===== config.mk =====
export PLATFORM = sky130hd
export DESIGN_NAME = spac_top
export DESIGN_NICKNAME = d
export VERILOG_FILES = /design/src/spac_pkg.sv /design/src/spac_top.sv
export SDC_FILE = /design/constraint.sdc
export NUM_CORES = 1
export LEC_CHECK = 0
export ABC_AREA = 1
export BUFFER_PORTS_ARGS = -buffer_cell sky130_fd_sc_hd__buf_4
export CAP_MARGIN = 20
export CELL_PAD_IN_SITES_DETAIL_PLACEMENT = 1
export CELL_PAD_IN_SITES_GLOBAL_PLACEMENT = 1
export CORE_AREA = 2 2 176 178
export DETAILED_ROUTE_END_ITERATION = 16
export DIE_AREA = 0 0 178 180
export GPL_TIMING_DRIVEN = 0
export PLACE_DENSITY = 0.88
export SYNTH_ARGS = -nofsm -noshare
export SYNTH_HDL_FRONTEND = slang
export SYNTH_SLANG_ARGS = --single-unit

===== constraint.sdc =====
create_clock -name clk_in -period 1.7 [get_ports clk_in]
set_input_delay 0.51 -clock clk_in [delete_from_list [all_inputs] [get_ports clk_in]]
set_output_delay 0.51 -clock clk_in [all_outputs]
set_load 0.01 [all_outputs]

===== src/spac_pkg.sv =====
// Package for the scan polarity and aux reference configuration block.
// Assumes a 10 MHz system clock and an APB register port with 32-bit data.
package spac_pkg;
    // Printed offsets are not multiples of four: these are word indexes
    localparam logic [7:0] POL_IDX = 8'h5f;
    localparam logic [7:0] AUXREF_IDX = 8'h60;
    localparam logic [7:0] AUX_SETTLE_COUNT_IDX = 8'h61;
    localparam logic [7:0] IRQ_STAT_IDX = 8'h70;
    localparam logic [7:0] IRQ_MASK_IDX = 8'h71;
    localparam int NCELL = 14;
    localparam int NAUX = 6;
    localparam int NTWI = 2;
    localparam int STATS_POL_BIT = 15;
    localparam int SETTLE_W = 10;
    localparam logic [15:0] POL_RESET = 16'h0000;
    localparam logic [15:0] AUXREF_RESET = 16'h0000;
    localparam logic [15:0] AUX_SETTLE_COUNT_RESET = 16'h0000;
    localparam logic [15:0] POL_WMASK = 16'hbfff;
    localparam logic [15:0] AUXREF_WMASK = 16'h003f;
    localparam logic [15:0] AUX_SETTLE_COUNT_WMASK = 16'h03ff;
    // Settling tick of 6 us at 10 MHz
    localparam int CLK_HZ = 10_000_000;
    localparam int TICK_US = 6;
    localparam int TICK_CYC = TICK_US * (CLK_HZ / 1_000_000);
    localparam int TICK_W = 7;
    // Interrupt status bits
    localparam int IRQ_SETTLE_DONE = 0;
    localparam int IRQ_PUMP_START = 1;
    localparam int IRQ_W = 2;
    typedef enum logic [1:0] {SPAC_IDLE, SPAC_SETTLE, SPAC_MEASURE} spac_state_t;
endpackage


===== src/spac_top.sv =====
// Cell polarity, aux reference select and aux settling sequencing.
// Assumes an APB master, an external scan sequencer and ADC/comparator datapaths.
module spac_top
(
    input wire logic clk_in, // System clock 10 MHz
    input wire logic rst_n_in, // Async reset, active low
    input wire logic psel_in, // APB select
    input wire logic penable_in, // APB enable
    input wire logic pwrite_in, // APB write
    input wire logic [31:0] paddr_in, // APB byte address
    input wire logic [31:0] pwdata_in, // APB write data
    output logic [31:0] prdata_out, // APB read data
    output logic pready_out, // APB ready
    output logic pslverr_out, // APB error on unmapped address
    output logic irq_out, // Level interrupt
    input wire logic scan_req_in, // Scan request pulse
    input wire logic scan_done_in, // Scan finished pulse
    input wire logic other_meas_active_in, // Other measurement in progress
    input wire logic auto_mode_in, // Thermistor auto mode
    input wire logic balance_diag_scan_in, // Balance-switch diagnostic scan
    input wire logic [spac_pkg::NCELL-1:0] cell_fault_in, // Raw per-cell faults
    input wire logic [spac_pkg::NAUX-1:0] aux_pin_io_mode_enable_in, // Aux pin IO mode
    input wire logic two_wire_master_enable_in, // Two-wire master on aux 1:0
    input wire logic [spac_pkg::NAUX-1:0] aux_measure_enable_in, // Aux measure enables
    input wire logic [spac_pkg::NAUX-1:0] aux_analog_cfg_in, // Aux configured analog
    input wire logic [spac_pkg::NAUX-1:0] aux_result_valid_in, // New aux result
    input wire logic [13:0] aux_result_in [spac_pkg::NAUX], // Aux raw results
    output logic [spac_pkg::NCELL-1:0] stats_include_out, // Cells in min/max/mismatch
    output logic [spac_pkg::NCELL-1:0] cell_fault_out, // Faults after masking
    output logic [spac_pkg::NCELL-1:0] bipolar_thresh_sel_out, // Use bipolar thresholds
    output logic [spac_pkg::NCELL-1:0] comp_scan_include_out, // Cells in comparator scan
    output logic [spac_pkg::NAUX-1:0] aux_abs_ref_out, // Effective absolute reference
    output logic [spac_pkg::NAUX-1:0] aux_abs_thresh_out, // Absolute threshold set
    output logic [spac_pkg::NAUX-1:0] aux_settle_apply_out, // Aux under settling
    output logic settle_done_out, // Settling expired pulse
    output logic high_voltage_pump_out, // Pump refresh request
    output logic thermistor_bias_output_out, // Thermistor bias drive
    output logic [13:0] aux_result_out [spac_pkg::NAUX] // Aux results as read back
);
    logic [15:0] pol_reg, next_pol_reg;
    logic [15:0] auxref_reg, next_auxref_reg;
    logic [15:0] aux_settle_count_reg, next_aux_settle_count_reg;
    logic [spac_pkg::IRQ_W-1:0] irq_stat, next_irq_stat;
    logic [spac_pkg::IRQ_W-1:0] irq_mask, next_irq_mask;
    logic [31:0] next_prdata;
    logic next_pready, next_pslverr;
    logic [7:0] widx;
    logic acc_wr, acc_rd, setup;

    spac_pkg::spac_state_t state, next_state;
    logic [spac_pkg::SETTLE_W-1:0] settle_cnt, next_settle_cnt;
    logic [spac_pkg::TICK_W-1:0] tick_cnt, next_tick_cnt;
    logic settle_done_ev, pump_start_ev;
    logic next_pump, next_bias;
    logic [spac_pkg::NAUX-1:0] ref_ignore, next_abs_ref, next_settle_apply;
    logic [spac_pkg::NCELL-1:0] bip, next_stats, next_fault, next_comp;
    logic [13:0] next_result [spac_pkg::NAUX];

    assign widx = paddr_in[9:2];
    assign setup = psel_in && !penable_in;
    // Refused transfers flag an error in the access phase and must not commit
    assign acc_wr = psel_in && penable_in && pready_out && !pslverr_out && pwrite_in;
    assign acc_rd = setup && !pwrite_in;
    assign bip = pol_reg[spac_pkg::NCELL-1:0];

    // No wait states: ready rises in the first access cycle, data is latched in setup
    always_comb
    begin
        next_pol_reg = pol_reg;
        next_auxref_reg = auxref_reg;
        next_aux_settle_count_reg = aux_settle_count_reg;
        next_irq_mask = irq_mask;
        next_irq_stat = irq_stat;
        next_prdata = prdata_out;
        next_pready = setup;
        next_pslverr = 1'b0;
        if (acc_wr)
        begin
            if (widx == spac_pkg::POL_IDX)
                next_pol_reg = pwdata_in[15:0] & spac_pkg::POL_WMASK;
            else if (widx == spac_pkg::AUXREF_IDX)
                next_auxref_reg = pwdata_in[15:0] & spac_pkg::AUXREF_WMASK;
            else if (widx == spac_pkg::AUX_SETTLE_COUNT_IDX)
                next_aux_settle_count_reg = pwdata_in[15:0] & spac_pkg::AUX_SETTLE_COUNT_WMASK;
            else if (widx == spac_pkg::IRQ_MASK_IDX)
                next_irq_mask = pwdata_in[spac_pkg::IRQ_W-1:0];
        end
        if (setup)
        begin
            next_prdata = 32'h0000_0000;
            if (paddr_in[31:10] != 22'h00_0000 || paddr_in[1:0] != 2'b00)
                next_pslverr = 1'b1;
            else if (widx == spac_pkg::POL_IDX)
                next_prdata = {16'h0000, pol_reg};
            else if (widx == spac_pkg::AUXREF_IDX)
                next_prdata = {16'h0000, auxref_reg};
            else if (widx == spac_pkg::AUX_SETTLE_COUNT_IDX)
                next_prdata = {16'h0000, aux_settle_count_reg};
            else if (widx == spac_pkg::IRQ_STAT_IDX)
                next_prdata = {30'h0000_0000, irq_stat};
            else if (widx == spac_pkg::IRQ_MASK_IDX)
                next_prdata = {30'h0000_0000, irq_mask};
            else
                next_pslverr = 1'b1;
        end
        // Read clears status; a new event in the same cycle still wins
        if (acc_rd && !next_pslverr && widx == spac_pkg::IRQ_STAT_IDX)
            next_irq_stat = '0;
        if (settle_done_ev)
            next_irq_stat[spac_pkg::IRQ_SETTLE_DONE] = 1'b1;
        if (pump_start_ev)
            next_irq_stat[spac_pkg::IRQ_PUMP_START] = 1'b1;
    end

    // Settling sequencer
    always_comb
    begin
        next_state = state;
        next_settle_cnt = settle_cnt;
        next_tick_cnt = tick_cnt;
        settle_done_ev = 1'b0;
        next_bias = thermistor_bias_output_out;
        case (state)
            spac_pkg::SPAC_IDLE:
            begin
                next_bias = !auto_mode_in;
                if (scan_req_in)
                begin
                    next_settle_cnt = aux_settle_count_reg[spac_pkg::SETTLE_W-1:0];
                    next_tick_cnt = '0;
                    next_bias = 1'b1;
                    next_state = spac_pkg::SPAC_SETTLE;
                end
            end
            spac_pkg::SPAC_SETTLE:
            begin
                if (settle_cnt == '0)
                begin
                    settle_done_ev = 1'b1;
                    next_state = spac_pkg::SPAC_MEASURE;
                end
                else if (tick_cnt == spac_pkg::TICK_W'(spac_pkg::TICK_CYC - 1))
                begin
                    next_tick_cnt = '0;
                    next_settle_cnt = settle_cnt - 1'b1;
                end
                else
                    next_tick_cnt = tick_cnt + 1'b1;
            end
            spac_pkg::SPAC_MEASURE:
            begin
                if (scan_done_in)
                    next_state = spac_pkg::SPAC_IDLE;
            end
            default: next_state = spac_pkg::SPAC_IDLE;
        endcase
        // A zero count means the delay has already expired: no refresh then
        next_pump = (next_state == spac_pkg::SPAC_SETTLE) && (next_settle_cnt != '0)
            && !other_meas_active_in;
        pump_start_ev = next_pump && !high_voltage_pump_out;
    end

    // Per-channel steering
    always_comb
    begin
        ref_ignore = aux_pin_io_mode_enable_in;
        if (two_wire_master_enable_in)
            ref_ignore[spac_pkg::NTWI-1:0] = {spac_pkg::NTWI{1'b1}};
        next_abs_ref = auxref_reg[spac_pkg::NAUX-1:0] & ~ref_ignore;
        next_settle_apply = (state == spac_pkg::SPAC_SETTLE) ? aux_measure_enable_in : '0;
        next_stats = pol_reg[spac_pkg::STATS_POL_BIT] ? bip : ~bip;
        next_fault = balance_diag_scan_in ? (cell_fault_in & ~bip) : cell_fault_in;
        next_comp = ~bip;
        for (int i = 0; i < spac_pkg::NAUX; i++)
        begin
            if (!aux_analog_cfg_in[i])
                next_result[i] = 14'h0000;
            else if (aux_result_valid_in[i] && aux_measure_enable_in[i])
                next_result[i] = aux_result_in[i];
            else
                next_result[i] = aux_result_out[i];
        end
    end

    always_ff @(posedge clk_in or negedge rst_n_in)
    begin
        if (!rst_n_in)
        begin
            pol_reg <= spac_pkg::POL_RESET;
            auxref_reg <= spac_pkg::AUXREF_RESET;
            aux_settle_count_reg <= spac_pkg::AUX_SETTLE_COUNT_RESET;
            irq_stat <= '0;
            irq_mask <= '0;
            prdata_out <= 32'h0000_0000;
            pready_out <= 1'b0;
            pslverr_out <= 1'b0;
            irq_out <= 1'b0;
            state <= spac_pkg::SPAC_IDLE;
            settle_cnt <= '0;
            tick_cnt <= '0;
            settle_done_out <= 1'b0;
            high_voltage_pump_out <= 1'b0;
            thermistor_bias_output_out <= 1'b0;
            stats_include_out <= '0;
            cell_fault_out <= '0;
            bipolar_thresh_sel_out <= '0;
            comp_scan_include_out <= '0;
            aux_abs_ref_out <= '0;
            aux_abs_thresh_out <= '0;
            aux_settle_apply_out <= '0;
            for (int i = 0; i < spac_pkg::NAUX; i++)
                aux_result_out[i] <= 14'h0000;
        end
        else
        begin
            pol_reg <= next_pol_reg;
            auxref_reg <= next_auxref_reg;
            aux_settle_count_reg <= next_aux_settle_count_reg;
            irq_stat <= next_irq_stat;
            irq_mask <= next_irq_mask;
            prdata_out <= next_prdata;
            pready_out <= next_pready;
            pslverr_out <= next_pslverr;
            irq_out <= |(next_irq_stat & next_irq_mask);
            state <= next_state;
            settle_cnt <= next_settle_cnt;
            tick_cnt <= next_tick_cnt;
            settle_done_out <= settle_done_ev;
            high_voltage_pump_out <= next_pump;
            thermistor_bias_output_out <= next_bias;
            stats_include_out <= next_stats;
            cell_fault_out <= next_fault;
            bipolar_thresh_sel_out <= bip;
            comp_scan_include_out <= next_comp;
            aux_abs_ref_out <= next_abs_ref;
            aux_abs_thresh_out <= next_abs_ref;
            aux_settle_apply_out <= next_settle_apply;
            aux_result_out <= next_result;
        end
    end
endmodule


==> impl_metrics.tcl <==
set metrics [dict create \
    max-cap-violations 0 \
    power_uw 14800 \
    vdd_ir_drop_max_v 0.000630 \
    synth-simple-area-share_pct 19.6 \
    ff2ff_path_depth 13 \
    finalCriticalPeriod_ns 2.09 \
    synth_adder_area_share_pct 0.396 \
    synth.distinct_cells 46 \
    antenna_found_initial 0 \
    die_w_um 178 \
    ys.flop_type "dfrtp_1" \
    worst_path_largest_cell_delay_ns 0.42 \
    dp_hpwl_mm 25.3 \
    status "finished with violations" \
    cts_buffers 25 \
    cts_tree "built" \
    vias_per_cell 4.89 \
    first_pass_iters 4 \
    nets 1617 \
    worst_ep_arrival_time_ns 2.50 \
    syn_avg_cell_area_um2 9.52 \
    crit_family "simple AND/OR/NAND/NOR gates" \
    hold_class "primary input to asynchronous set/reset pin" \
    slowest_stage "dfrtp_2" \
    violations "negative setup slack" \
    grt_usage_pct 20.6 \
    finalHoldViolCount 0 \
    largest_reg_flops 84 \
    synth-seq-area-share_pct 59.9 \
    path_class "register to register" \
    first_iter_violations 404 \
    highest-signal-layer "met4" \
    rsz0062_at_grt "yes" \
    path_cells "inv_4 > ha_4 > nor3b_4 > nand3_4 > buf_6 > nand3_1 > o21ai_1 > a21oi_2 > nand4_4 > nand3_2 > nand2_2 > nand2_1 > nand2_1" \
    synth-seq-cells 227 \
    post-route-period-util_pct 123 \
    wire_per_inst_um 18.9 \
    crit_start "settle_cnt[0]$_DFF_PN0_" \
    maxSlewViolCount 0 \
    gr-total-overflow 0 \
    initial_core_util_pct 31.4 \
    netlist_instances 997 \
    combPwrFrac_pct 24.1 \
    max_freq_mhz 479 \
    ant_nets 0 \
    reg2reg_to "irq_out$_DFF_PN0_" \
    slew_headroom_pct 40.5 \
    dr_wl_met3_mm 2.79 \
    leakagePower_uw 0.00692 \
    first_global_vias 9565 \
    utilization_pct 46.0 \
    synth-xor-area-share_pct 1.29 \
    dieArea_um2 32000 \
    vias 8931 \
    cp-start-kind "register" \
    post_dp_cell_area_um2 12800 \
    p_sw_share_pct 30.7 \
    worst_slack_ns -0.389 \
    grt_start_max_net_pins 118 \
    synth.area.mux_share_pct 0.119 \
    r2r_setup_slack_ns -0.39 \
    yosysWarnings 0 \
    synthArstFlopShare_pct 100 \
    drive_gt1_share_pct 36.3 \
    met2_length_mm 17.5 \
    fin_tns_setup_ns -2.51 \
    ios 393 \
    worst_pin_slew_ns 0.892 \
    p_int_uw 10300 \
    path_buf_inv 2 \
    cp-end-kind "register" \
    synth_compound_area_share_pct 11.7 \
    antenna_cells 0 \
    setup_viol 10 \
    portBuffers 358 \
    routed_wl_mm 34.4 \
    clkSlewWorstSetupHoldPaths_ns 0.06 \
    drc 0 \
    cts_sinks 227 \
    clockBufferDepth 3 \
    crit_top_cell "nand2_1" \
    routabilityCongestion 0.836 \
    grt_pass1_wl_mm 52.1 \
    crit_path_max_fanout 6 \
    syn2layout_area_growth_pct 46.3 \
    netlist_area_um2 9490 \
    cp.required_ns 2.11 \
    seqPwrFrac_pct 39.8 \
    drt-met1-wl_mm 12.8 \
    fin_area_um2 13900 \
    p_switching_uw 4560 \
    clkPwrFrac_pct 36.1 \
    core_area_um2 30200 \
    synth_edf_count 0 \
    clk_latency_ns 0.54 \
    r2r-start "settle_cnt[0]$_DFF_PN0_" \
    root_buffer "clkbuf_16" \
    htreeDepth 1 \
    powerDensity_nw_per_um2 1070 \
    die_h_um 180 \
    skew_ns 0.0174 \
    synth_top_family_by_area "simple AND/OR/NAND/NOR gates" \
    rows 64 \
]
==> cells by family after synthesis <==
| family | after synthesis |
|---|---|
| flops | 227 |
| compound gates | 197 |
| buf+inv | 151 |
| xor+xnor | 14 |
| simple gates | 403 |
| mux | 1 |
| other cells | 1 |
| fa+ha+maj | 3 |
==> worst max-delay path by stage <==
stage / end / slack (ns) / depth (start not counted)
final: irq_out$_DFF_PN0_ / -0.39 / 13
after global routing: irq_out$_DFF_PN0_ / -0.51 / 13
after CTS: irq_out$_DFF_PN0_ / -0.36 / 14
after detailed placement: pol_reg[1]$_DFFE_PN0P_ / -0.57 / 7
after global placement: aux_result_out[30]$_DFFE_PN0P_ / -1.65 / 1
after floorplan: irq_out$_DFF_PN0_ / -0.08 / 14
==> power groups by stage <==
stage / clock [uW] / combinational [uW] / sequential (uW)
floorplan: 0 / 1520 / 6070
global placement: 0 / 2880 / 5990
detailed placement: 0 / 3000 / 6010
CTS: 5490 / 3480 / 5910
global route: 5700 / 3870 / 5940
finish: 5360 / 3580 / 5910
==> metrics by stage <==
step | worst slack (ns) | cells | hold slack [ns]
6_report | -0.389 | 1827 | 0.0631
3_3_place_gp | -1.65 | 1767 | 0.435
5_1_grt | -0.515 | 1827 | 0.0990
2_1_floorplan | -0.0815 | 1013 | 0.214
3_5_place_dp | -0.572 | 1768 | 0.448
4_1_cts | -0.363 | 1815 | 0.0819
==> routing by layer <==
layer	global-route usage [%]	vias up
li1	-	4083
met1	23.7	4375
met5	0	-
met2	37.0	386
met4	7.61	0
met3	4.57	87
==> synthesized netlist by cell type (5+ instances only) <==
master	n	area share [%]
a21boi_0	14	1.1
a21oi_1	12	0.63
buf_2	5	0.26
buf_4	23	1.8
clkbuf_1	30	1.2
dfrtp_1	227	60
inv_1	81	3.2
inv_2	8	0.32
nand2_1	178	7.0
nand2_2	8	0.53
nand3_1	77	4.1
nand4_1	8	0.53
nor2_1	89	3.5
nor2_2	7	0.46
nor2_4	7	0.83
nor3_1	6	0.32
nor4_1	7	0.46
o211ai_1	7	0.55
o21ai_0	115	6.1
o21ai_1	28	1.5
o221ai_1	6	0.55
xnor2_1	14	1.3
==> cell type report <==
type,instances,area (um2)
repair inverters,1,6.26
clock buffers,35,693
plain buffers,54,283
repair buffers,381,2900
multi-input cells,636,3370
well taps,396,495
fillers,3492,16300
inverters,91,357
flip-flops and latches,227,5680
clock inverters,6,101
==> placed cells by master (no fill, tap or decap), types with 17 or more instances in the layout <==
master | netlist | routed
clkbuf_1 | 30 | 34
conb_1 | 1 | 17
nor2_1 | 89 | 87
o21ai_1 | 28 | 33
clkbuf_16 | 0 | 25
buf_4 | 23 | 395
nand3_1 | 77 | 72
o21ai_0 | 115 | 110
nand2_1 | 178 | 169
inv_1 | 81 | 78
dfrtp_1 | 227 | 225
nand2_2 | 8 | 17
==> timing repair <==
action,CTS,global route
hold buffers,0,0
hold endpoints to repair,0,0
setup buffers,12,15
pin swaps,6,7
gates cloned,0,2
endpoints found under the setup margin,20,59
gates resized for setup,27,30
Power figures use the tool's default switching activity.
